### config.mk
export PLATFORM = sky130hd
export DESIGN_NAME = bbs_core
export DESIGN_NICKNAME = d
export VERILOG_FILES = /design/src/bbs_core.v
export VERILOG_INCLUDE_DIRS = /design/src /design/src/src
export SDC_FILE = /design/constraint.sdc
export NUM_CORES = 1
export LEC_CHECK = 0
export ABC_AREA = 1
export ABC_CLOCK_PERIOD_IN_PS = 2320
export BUFFER_PORTS_ARGS = -buffer_cell sky130_fd_sc_hd__buf_2
export CORE_MARGIN = 2
export CORE_UTILIZATION = 50
export CTS_CLUSTER_SIZE = 28
export DETAILED_ROUTE_END_ITERATION = 12
export PLACE_DENSITY = 0.79
export REMOVE_ABC_BUFFERS = 1
export SLEW_MARGIN = 10
export SYNTH_ARGS = -nofsm -noshare
export SYNTH_HDL_FRONTEND = slang
export SYNTH_SLANG_ARGS = --single-unit
### constraint.sdc
create_clock -name core_clk_i -period 2.32 [get_ports core_clk_i]
set_clock_uncertainty 0.15 [all_clocks]
set_input_delay 0.348 -clock core_clk_i [delete_from_list [all_inputs] [get_ports core_clk_i]]
set_output_delay 0.348 -clock core_clk_i [all_outputs]
set_load 0.01 [all_outputs]
### src/bbs_defs.vh
`ifndef BBS_DEFS_VH
`define BBS_DEFS_VH
// ************************************************
// operation codes
// ************************************************
`define BBS_OP_W                  5
`define BBS_OP_BRANCH_ON_NO_CARRY 5'h00
`define BBS_OP_BRANCH_UNSIGNED_GE 5'h01
`define BBS_OP_BRANCH_UNSIGNED_LT 5'h02
`define BBS_OP_BRANCH_ON_NEGATIVE 5'h03
`define BBS_OP_BRANCH_ON_POSITIVE 5'h04
`define BBS_OP_BRANCH_SIGNED_GE   5'h05
`define BBS_OP_BRANCH_SIGNED_LT   5'h06
`define BBS_OP_BRANCH_HC_SET      5'h07
`define BBS_OP_BRANCH_HC_CLEAR    5'h08
`define BBS_OP_BRANCH_T_SET       5'h09
`define BBS_OP_BRANCH_IRQ_ON      5'h0a
`define BBS_OP_BRANCH_IRQ_OFF     5'h0b
`define BBS_OP_SET_IO_BIT         5'h0c
`define BBS_OP_CLEAR_IO_BIT       5'h0d
`define BBS_OP_LOGICAL_SHIFT_UP   5'h0e
`define BBS_OP_LOGICAL_SHIFT_DOWN 5'h0f
`define BBS_OP_ROTATE_UP_CARRY    5'h10
`define BBS_OP_ROTATE_DOWN_CARRY  5'h11
`define BBS_OP_ARITH_SHIFT_DOWN   5'h12
`define BBS_OP_SWAP_NIBBLES       5'h13
`define BBS_OP_FLAG_BIT_SET       5'h14
`define BBS_OP_FLAG_BIT_CLEAR     5'h15
`define BBS_OP_STORE_BIT_TO_T     5'h16
`define BBS_OP_LOAD_BIT_FROM_T    5'h17
// ************************************************
// status register bit positions
// ************************************************
`define BBS_FLAG_C 0
`define BBS_FLAG_Z 1
`define BBS_FLAG_N 2
`define BBS_FLAG_V 3
`define BBS_FLAG_S 4
`define BBS_FLAG_H 5
`define BBS_FLAG_T 6
`define BBS_FLAG_I 7
// ************************************************
// widths and reset values
// ************************************************
`define BBS_PC_W      16
`define BBS_PC_RESET  16'h0000
`define BBS_SR_RESET  8'h00
`define BBS_REG_RESET 8'h00
`define BBS_IO_RESET  8'h00
`define BBS_IO_ADDR_W 5
`define BBS_IO_DEPTH  32
`define BBS_RF_ADDR_W 5
`define BBS_RF_DEPTH  32
`define BBS_PC_ONE    16'h0001
`endif

### src/bbs_core.v
`timescale 1ns/1ns
`default_nettype none
`include "bbs_defs.vh"
module bbs_core (
	input  wire                       core_clk_i,
	input  wire                       reset_i,
	input  wire                       op_valid_i,
	input  wire [`BBS_OP_W-1:0]       op_code_i,
	input  wire [`BBS_RF_ADDR_W-1:0]  op_reg_i,
	input  wire [`BBS_IO_ADDR_W-1:0]  op_io_addr_i,
	input  wire [2:0]                 op_bit_i,
	input  wire [6:0]                 op_offset_i,
	output reg                        op_ready_o,
	output reg                        op_done_o,
	output reg  [`BBS_PC_W-1:0]       pc_o,
	output reg  [7:0]                 status_register_o,
	output reg  [7:0]                 result_o,
	output reg  [`BBS_IO_ADDR_W-1:0]  io_addr_o,
	output reg  [7:0]                 io_data_o,
	output reg                        io_we_o
);
	// ************************************************
	// state and storage
	// ************************************************
	localparam ST_IDLE = 2'b01;
	localparam ST_WAIT = 2'b10;

	reg [1:0]            state_reg;
	reg [7:0]            rf_mem [0:`BBS_RF_DEPTH-1];
	reg [7:0]            io_mem [0:`BBS_IO_DEPTH-1];
	reg [`BBS_PC_W-1:0]  pc_next;
	reg [7:0]            sr_next;
	reg [7:0]            rd_next;
	reg                  rd_we;
	reg                  taken;
	reg                  io_op;
	reg                  io_val;
	reg [7:0]            io_word;
	wire [7:0]           rd_val;
	wire [7:0]           sr;
	integer              i;

	assign rd_val = rf_mem[op_reg_i];
	assign sr     = status_register_o;

	// flags shared by all shift and rotate results
	function [7:0] shift_flags;
		input [7:0] sr_in;
		input [7:0] res;
		input       cout;
		reg   [7:0] f;
		begin
			f = sr_in;
			f[`BBS_FLAG_C] = cout;
			f[`BBS_FLAG_Z] = (res == 8'h00);
			f[`BBS_FLAG_N] = res[7];
			f[`BBS_FLAG_V] = res[7] ^ cout;
			shift_flags = f;
		end
	endfunction

	// ************************************************
	// decode
	// ************************************************
	always @* begin
		pc_next = pc_o + `BBS_PC_ONE;
		sr_next = sr;
		rd_next = rd_val;
		rd_we   = 1'b0;
		taken   = 1'b0;
		io_op   = 1'b0;
		io_val  = 1'b0;
		io_word = io_mem[op_io_addr_i];
		case (op_code_i)
			`BBS_OP_BRANCH_ON_NO_CARRY: taken = ~sr[`BBS_FLAG_C];
			`BBS_OP_BRANCH_UNSIGNED_GE: taken = ~sr[`BBS_FLAG_C];
			`BBS_OP_BRANCH_UNSIGNED_LT: taken = sr[`BBS_FLAG_C];
			`BBS_OP_BRANCH_ON_NEGATIVE: taken = sr[`BBS_FLAG_N];
			`BBS_OP_BRANCH_ON_POSITIVE: taken = ~sr[`BBS_FLAG_N];
			`BBS_OP_BRANCH_SIGNED_GE: taken = ~(sr[`BBS_FLAG_N] ^ sr[`BBS_FLAG_V]);
			`BBS_OP_BRANCH_SIGNED_LT: taken = sr[`BBS_FLAG_N] ^ sr[`BBS_FLAG_V];
			`BBS_OP_BRANCH_HC_SET: taken = sr[`BBS_FLAG_H];
			`BBS_OP_BRANCH_HC_CLEAR: taken = ~sr[`BBS_FLAG_H];
			`BBS_OP_BRANCH_T_SET: taken = sr[`BBS_FLAG_T];
			`BBS_OP_BRANCH_IRQ_ON: taken = sr[`BBS_FLAG_I];
			`BBS_OP_BRANCH_IRQ_OFF: taken = ~sr[`BBS_FLAG_I];
			`BBS_OP_SET_IO_BIT: begin
				io_op  = 1'b1;
				io_val = 1'b1;
			end
			`BBS_OP_CLEAR_IO_BIT: begin
				io_op  = 1'b1;
				io_val = 1'b0;
			end
			`BBS_OP_LOGICAL_SHIFT_UP: begin
				rd_next = {rd_val[6:0], 1'b0};
				rd_we   = 1'b1;
				sr_next = shift_flags(sr, rd_next, rd_val[7]);
			end
			`BBS_OP_LOGICAL_SHIFT_DOWN: begin
				rd_next = {1'b0, rd_val[7:1]};
				rd_we   = 1'b1;
				sr_next = shift_flags(sr, rd_next, rd_val[0]);
			end
			`BBS_OP_ROTATE_UP_CARRY: begin
				rd_next = {rd_val[6:0], sr[`BBS_FLAG_C]};
				rd_we   = 1'b1;
				sr_next = shift_flags(sr, rd_next, rd_val[7]);
			end
			`BBS_OP_ROTATE_DOWN_CARRY: begin
				rd_next = {sr[`BBS_FLAG_C], rd_val[7:1]};
				rd_we   = 1'b1;
				sr_next = shift_flags(sr, rd_next, rd_val[0]);
			end
			`BBS_OP_ARITH_SHIFT_DOWN: begin
				rd_next = {rd_val[7], rd_val[7:1]};
				rd_we   = 1'b1;
				sr_next = shift_flags(sr, rd_next, rd_val[0]);
			end
			`BBS_OP_SWAP_NIBBLES: begin
				rd_next = {rd_val[3:0], rd_val[7:4]};
				rd_we   = 1'b1;
			end
			`BBS_OP_FLAG_BIT_SET: sr_next[op_bit_i] = 1'b1;
			`BBS_OP_FLAG_BIT_CLEAR: sr_next[op_bit_i] = 1'b0;
			`BBS_OP_STORE_BIT_TO_T: sr_next[`BBS_FLAG_T] = rd_val[op_bit_i];
			`BBS_OP_LOAD_BIT_FROM_T: begin
				rd_next[op_bit_i] = sr[`BBS_FLAG_T];
				rd_we = 1'b1;
			end
			default: begin
				sr_next = sr;
			end
		endcase
		io_word[op_bit_i] = io_val;
		// offset is sign-extended; target is pc + k + 1
		if (taken)
			pc_next = pc_o + {{(`BBS_PC_W-7){op_offset_i[6]}}, op_offset_i} + `BBS_PC_ONE;
	end

	// ************************************************
	// sequencing
	// ************************************************
	// taken branches and io bit ops hold ready low one extra cycle
	always @(posedge core_clk_i) begin
		if (reset_i) begin
			state_reg         <= ST_IDLE;
			op_ready_o        <= 1'b1;
			op_done_o         <= 1'b0;
			pc_o              <= `BBS_PC_RESET;
			status_register_o <= `BBS_SR_RESET;
			result_o          <= `BBS_REG_RESET;
			io_addr_o         <= {`BBS_IO_ADDR_W{1'b0}};
			io_data_o         <= `BBS_IO_RESET;
			io_we_o           <= 1'b0;
			for (i = 0; i < `BBS_RF_DEPTH; i = i + 1) begin
				rf_mem[i] <= `BBS_REG_RESET;
				io_mem[i] <= `BBS_IO_RESET;
			end
		end else begin
			op_done_o <= 1'b0;
			io_we_o   <= 1'b0;
			case (state_reg)
				ST_IDLE: begin
					if (op_valid_i) begin
						pc_o              <= pc_next;
						status_register_o <= sr_next;
						if (rd_we) begin
							rf_mem[op_reg_i] <= rd_next;
							result_o         <= rd_next;
						end
						if (io_op) begin
							io_mem[op_io_addr_i] <= io_word;
							io_addr_o            <= op_io_addr_i;
							io_data_o            <= io_word;
							io_we_o              <= 1'b1;
						end
						if (taken || io_op) begin
							state_reg  <= ST_WAIT;
							op_ready_o <= 1'b0;
						end else begin
							op_done_o <= 1'b1;
						end
					end
				end
				ST_WAIT: begin
					state_reg  <= ST_IDLE;
					op_ready_o <= 1'b1;
					op_done_o  <= 1'b1;
				end
				default: begin
					state_reg  <= ST_IDLE;
					op_ready_o <= 1'b1;
				end
			endcase
		end
	end
endmodule
`default_nettype wire

* Word-level counts from Yosys, hierarchy flattened
Memory sizes are Yosys's and may differ from the RTL's. Index checks and enable logic that the tools add are counted.
Word-level totals: input bits 28, memories 2, logic and storage cells 123, bits in writable memories 512, bits in registers 50
Memories:
- io_mem | words 32, width 8, read ports 1, clocked after Yosys merged registers in 0, wr ports 32, RTL line bbs_core.v:30 | reg [7:0] io_mem [0:`BBS_IO_DEPTH-1];
- rf_mem | words 32, width 8, read ports 1, clocked after Yosys merged registers in 0, wr ports 32, RTL line bbs_core.v:29 | reg [7:0] rf_mem [0:`BBS_RF_DEPTH-1];
Cells by class: order comparisons 2, reductions and logical operators 25, add/subtract/negate cells 3, equality and inequality tests 25, mux-type cells 36, bitwise operators 18
Operators with widths (number):
- $pmux 8 s7 | 1
- $pmux 6 s7 | 1
- $eq 5x4->1 const B | 8
- $eq 5x5->1 const B | 8
- $add 16x1->16 const B | 2
- $logic_not 8->1 | 3
- $mux 1 | 21
- $eq 5x3->1 const B | 4
- $add 16x16->16 | 1
- $bwmux 8 | 2
- $mux 16 | 1
- $mux 8 | 2
- $reduce_or 8->1 | 2
- $reduce_and 3->1 | 5
- $logic_not 7->1 | 2
- $not 1->1 | 11
- $pmux 1 s11 | 1
- $eq 5x2->1 const B | 2
- $mux 5 | 2
- $and 8x8->8 | 1
- $not 8->8 | 1
- $or 8x8->8 | 1
- $reduce_and 8->1 | 1
- $reduce_bool 7->1 | 1
- other kinds (18) | 25

* Logic depth before layout (Yosys ltp)
depth after elaboration 10, mapped depth 19, mapped depth without buffers 16

* Worst setup path after synthesis
No wires, ideal clock.
path type flip-flop to flip-flop, start point register state_reg[0], end point memory io_mem[10][0], enable pin, library setup time 0.329 ns, required time 1.841 ns, slack -0.233 ns, buffers on the path 0, arrival 2.074 ns, clock period less this slack 2.553 ns, stages on the path, launching flop included 10, cells stage by stage dfxtp_1 ha_1 nand2_1 nor2_4 inv_1 nor2_2 inv_1 nor2_2 nand2_2 nand2_1
RTL lines:
- from (decl) | RTL line bbs_core.v:28 | reg [1:0] state_reg;
- from (signal assigned) | RTL line bbs_core.v:147 | state_reg <= ST_IDLE;
- from (signal assigned) | RTL line bbs_core.v:179 | state_reg <= ST_WAIT;
- from (signal assigned) | RTL line bbs_core.v:187 | state_reg <= ST_IDLE;
- to (decl) | RTL line bbs_core.v:30

==> results.json <==
{
  "fmax_mhz": 396.3,
  "synth_area_leader_cell": "edfxtp_1",
  "powerDensity_mw_per_mm2": 689.6,
  "core_area_mm2": 0.05381,
  "drtPass1Iterations": 10,
  "dp_slack_ps": -633.0,
  "p_int_uw": 17740,
  "die_y_um": 237.4,
  "yosysWarnings": 0,
  "pwr-share-clk_pct": 36.3,
  "drv_slew": 0,
  "path_class": "reg2reg",
  "comb_power_share_pct": 16.4,
  "drc_errors": 0,
  "finalCriticalPeriod_ps": 2523,
  "vias": 23708,
  "hpwl_mm": 51.18,
  "synth.top_cell.area_share_pct": 56.45,
  "finalSetupViolations": 113,
  "fin_cells": 4171,
  "fin_util_pct": 65.45,
  "place.gp.congestion": 0.9196,
  "tightest_slew_ps": 793.6,
  "max_slew_margin_pct": 47.10,
  "synth_edf_count": 512,
  "cp.arrival_ps": 2750,
  "numCtsBuffers": 56,
  "n_antenna_cell": 0,
  "synthArstFlopShare_pct": 0,
  "h-tree-depth": 2,
  "seq_area_frac_synth_pct": 60.05,
  "path_clk_slew_ps": 70,
  "rows": 85,
  "avgSynthCellArea_um2": 9.162,
  "leakagePower_uw": 0.01516,
  "hp-class": "in2reg",
  "synth.area.top_cells": "edfxtp_1 (56%), nand2_1 (13%), nor2_1 (7.8%)",
  "vdd.ir_drop.worst_mv": 0.6849,
  "grt_usage_pct": 26.53,
  "cap_viol_max_count": 0,
  "rsz0062_at_grt": "true",
  "p_switching_uw": 6544,
  "power_frac_seq_pct": 47.4,
  "globalRouteOverflowTotal": 0,
  "start_util_pct": 50.61,
  "io_pins": 76,
  "worstSkewPairLatency_ps": 640,
  "swShare_pct": 26.95,
  "numPlacedInstances": 4035,
  "multiInputGateArea_mm2": 0.01039,
  "wl_per_cell_um": 19.62,
  "syn_area_mm2": 0.02724,
  "grt_pass1_wl_mm": 117.7,
  "antenna_found_initial": 1,
  "cts_tree": "built",
  "nets": 3475,
  "grt.met3_usage_pct": 4.297,
  "final_hold_viol_count": 0,
  "synth-main-ff-cell": "edfxtp_1",
  "top_regs": "io_mem (256), rf_mem (256), pc_o (16)",
  "drive_above_1_share_pct": 27.28,
  "endpoint_kind": "flip-flop",
  "grt_max_degree": 46,
  "required_ps": 2540,
  "clock-sinks": 561,
  "use_met2_pct": 46.93,
  "avgViaCountPerCell": 5.684,
  "n_fill_cell": 3826,
  "use_met1_pct": 32.94,
  "setup_slack_ps": -203.4,
  "die-area_mm2": 0.05636,
  "drtIter0Drc": 3172,
  "post-route-period-util_pct": 108.8,
  "clockBufferDepth": 3,
  "status": "finished with violations",
  "violations": "setup timing",
  "regArea_mm2": 0.01636,
  "postRouteAntennaNets": 0,
  "start_kind": "flip-flop",
  "grt_busiest_layer": "met2",
  "cts_root_buf": "clkbuf_16",
  "path_max_fanout": 8,
  "dieWidth_um": 237.4,
  "synth.distinct_cells": 50,
  "area_growth_syn_to_layout_pct": 29.30,
  "port_buffers": 75,
  "synthTopCellsByCount": "nand2_1 (977), nor2_1 (563), edfxtp_1 (512), inv_1 (115), a22oi_1 (112)",
  "ys_ff_latch": 561,
  "syn_inst": 2973,
  "drt-total-wl_mm": 81.82,
  "grt_pass1_vias": 22432,
  "yosysMostFrequentCell": "nand2_1"
}
==> cells by family (layout without fill, tap and decap cells) <==
family / Yosys count / count (layout) / synth area share (%)
AND/OR/NAND/NOR: 1749 / 1749 / 26.23
flip-flops: 561 / 561 / 60.05
AO/OA/AOI/OAI: 322 / 322 / 7.396
buffers and inverters: 301 / 803 / 4.750
XOR/XNOR: 20 / 20 / 0.6431
adder cells (fa/ha/maj): 19 / 19 / 0.9004
multiplexers: 1 / 1 / 0.03675
==> layout by cell type, fill, tap and decap left out, drive strengths merged, types with 2 or more instances in the layout <==
cell type / netlist / final
a22oi: 112 / 112
or2: 4 / 4
bufinv: 0 / 3
nand3: 55 / 55
edfxtp: 512 / 512
o211ai: 2 / 2
a22o: 10 / 10
a31oi: 9 / 9
dfxtp: 49 / 49
xor2: 12 / 12
a21boi: 6 / 6
clkinvlp: 0 / 5
o31ai: 3 / 3
clkinv: 1 / 28
a21oi: 101 / 101
dlygate4sd3: 0 / 4
a21o: 9 / 9
inv: 158 / 158
o21ai: 61 / 61
ha: 18 / 18
o21a: 4 / 4
nor4: 3 / 3
a41oi: 2 / 2
nor3: 38 / 38
xnor2: 8 / 8
buf: 86 / 525
nor2: 608 / 608
nand2: 1023 / 1023
nand4: 14 / 14
clkbuf: 56 / 80
==> worst paths after layout <==
| check | slack (ps) | cells past startpoint | end | startpoint |
|---|---|---|---|---|
| hold / removal | 50 | 4 | io_addr_o[4]$_SDFFE_PP0P_ | op_io_addr_i[4] |
| setup reg to reg | -200 | 14 | rf_mem[11][7]$_SDFFCE_PN0P_ | rf_mem[11][7]$_SDFFCE_PN0P_ |
| hold reg to reg | 330 | 2 | state_reg[1]$_SDFFE_PP0P_ | state_reg[1]$_SDFFE_PP0P_ |
| setup / recovery | -200 | 14 | rf_mem[11][7]$_SDFFCE_PN0P_ | rf_mem[11][7]$_SDFFCE_PN0P_ |
==> power by group through the flow <==
stage	sequential, µW	clock, µW	combinational [µW]
final	11500	8810	3970
after global placement	11700	0	3280
after detailed placement	11700	0	3340
after global routing	11500	9250	4180
after CTS	11500	8800	3460
after floorplan	11700	0	1450
==> worst max-delay path: stages, from the launching register on <==
cell and delay, ps:
edfxtp_1 490, nand2_1 110, nand2_1 60, nand2_1 50
nand2_1 70, nand2_1 60, nand2_1 60, nor2_2 140
nand2_2 150, nand2_2 120, o21a_1 190, nand3_4 200
clkbuf_16 240, nand2_2 60, inv_1 100
==> metrics by stage <==
stage | instance area (µm²) | hold WS [ps] | total power [µW] | TNS (ps)
after CTS | 34160 | 40.40 | 23760 | -157.4
final | 35220 | 53.62 | 24290 | -8673
after global routing | 35220 | 82.86 | 24950 | -21550
after detailed placement | 32160 | 329.3 | 15050 | -351520
after floorplan | 26540 | 267.1 | 13160 | -872760
after global placement | 32160 | 322.6 | 14970 | -309290
==> what timing repair did <==
| item | 4_1_cts | 5_1_grt |
|---|---|---|
| hold buffers | 5 | 0 |
| hold endpoints to repair | 5 | 0 |
| resized for setup | 43 | 242 |
| setup endpoints to repair | 658 | 723 |
| pin swaps | 7 | 51 |
| cloned | 2 | 12 |
| buffers inserted | 3 | 15 |
==> routing by layer <==
layer,share of wire [%],wire (µm)
met4,5.1,4173
met3,10,8162
met1,36,29110
met2,49,40360
met5,0.016,13
==> area by class of cell <==
type	count	area share, %
repair buffers	539	14.91
clock buffers	70	4.157
inverters	159	1.709
multi-input cells	2111	29.50
well taps	696	2.473
flip-flops and latches	561	46.45
clock inverters	35	0.8029
Note: power is estimated with default switching activity, not from simulation.
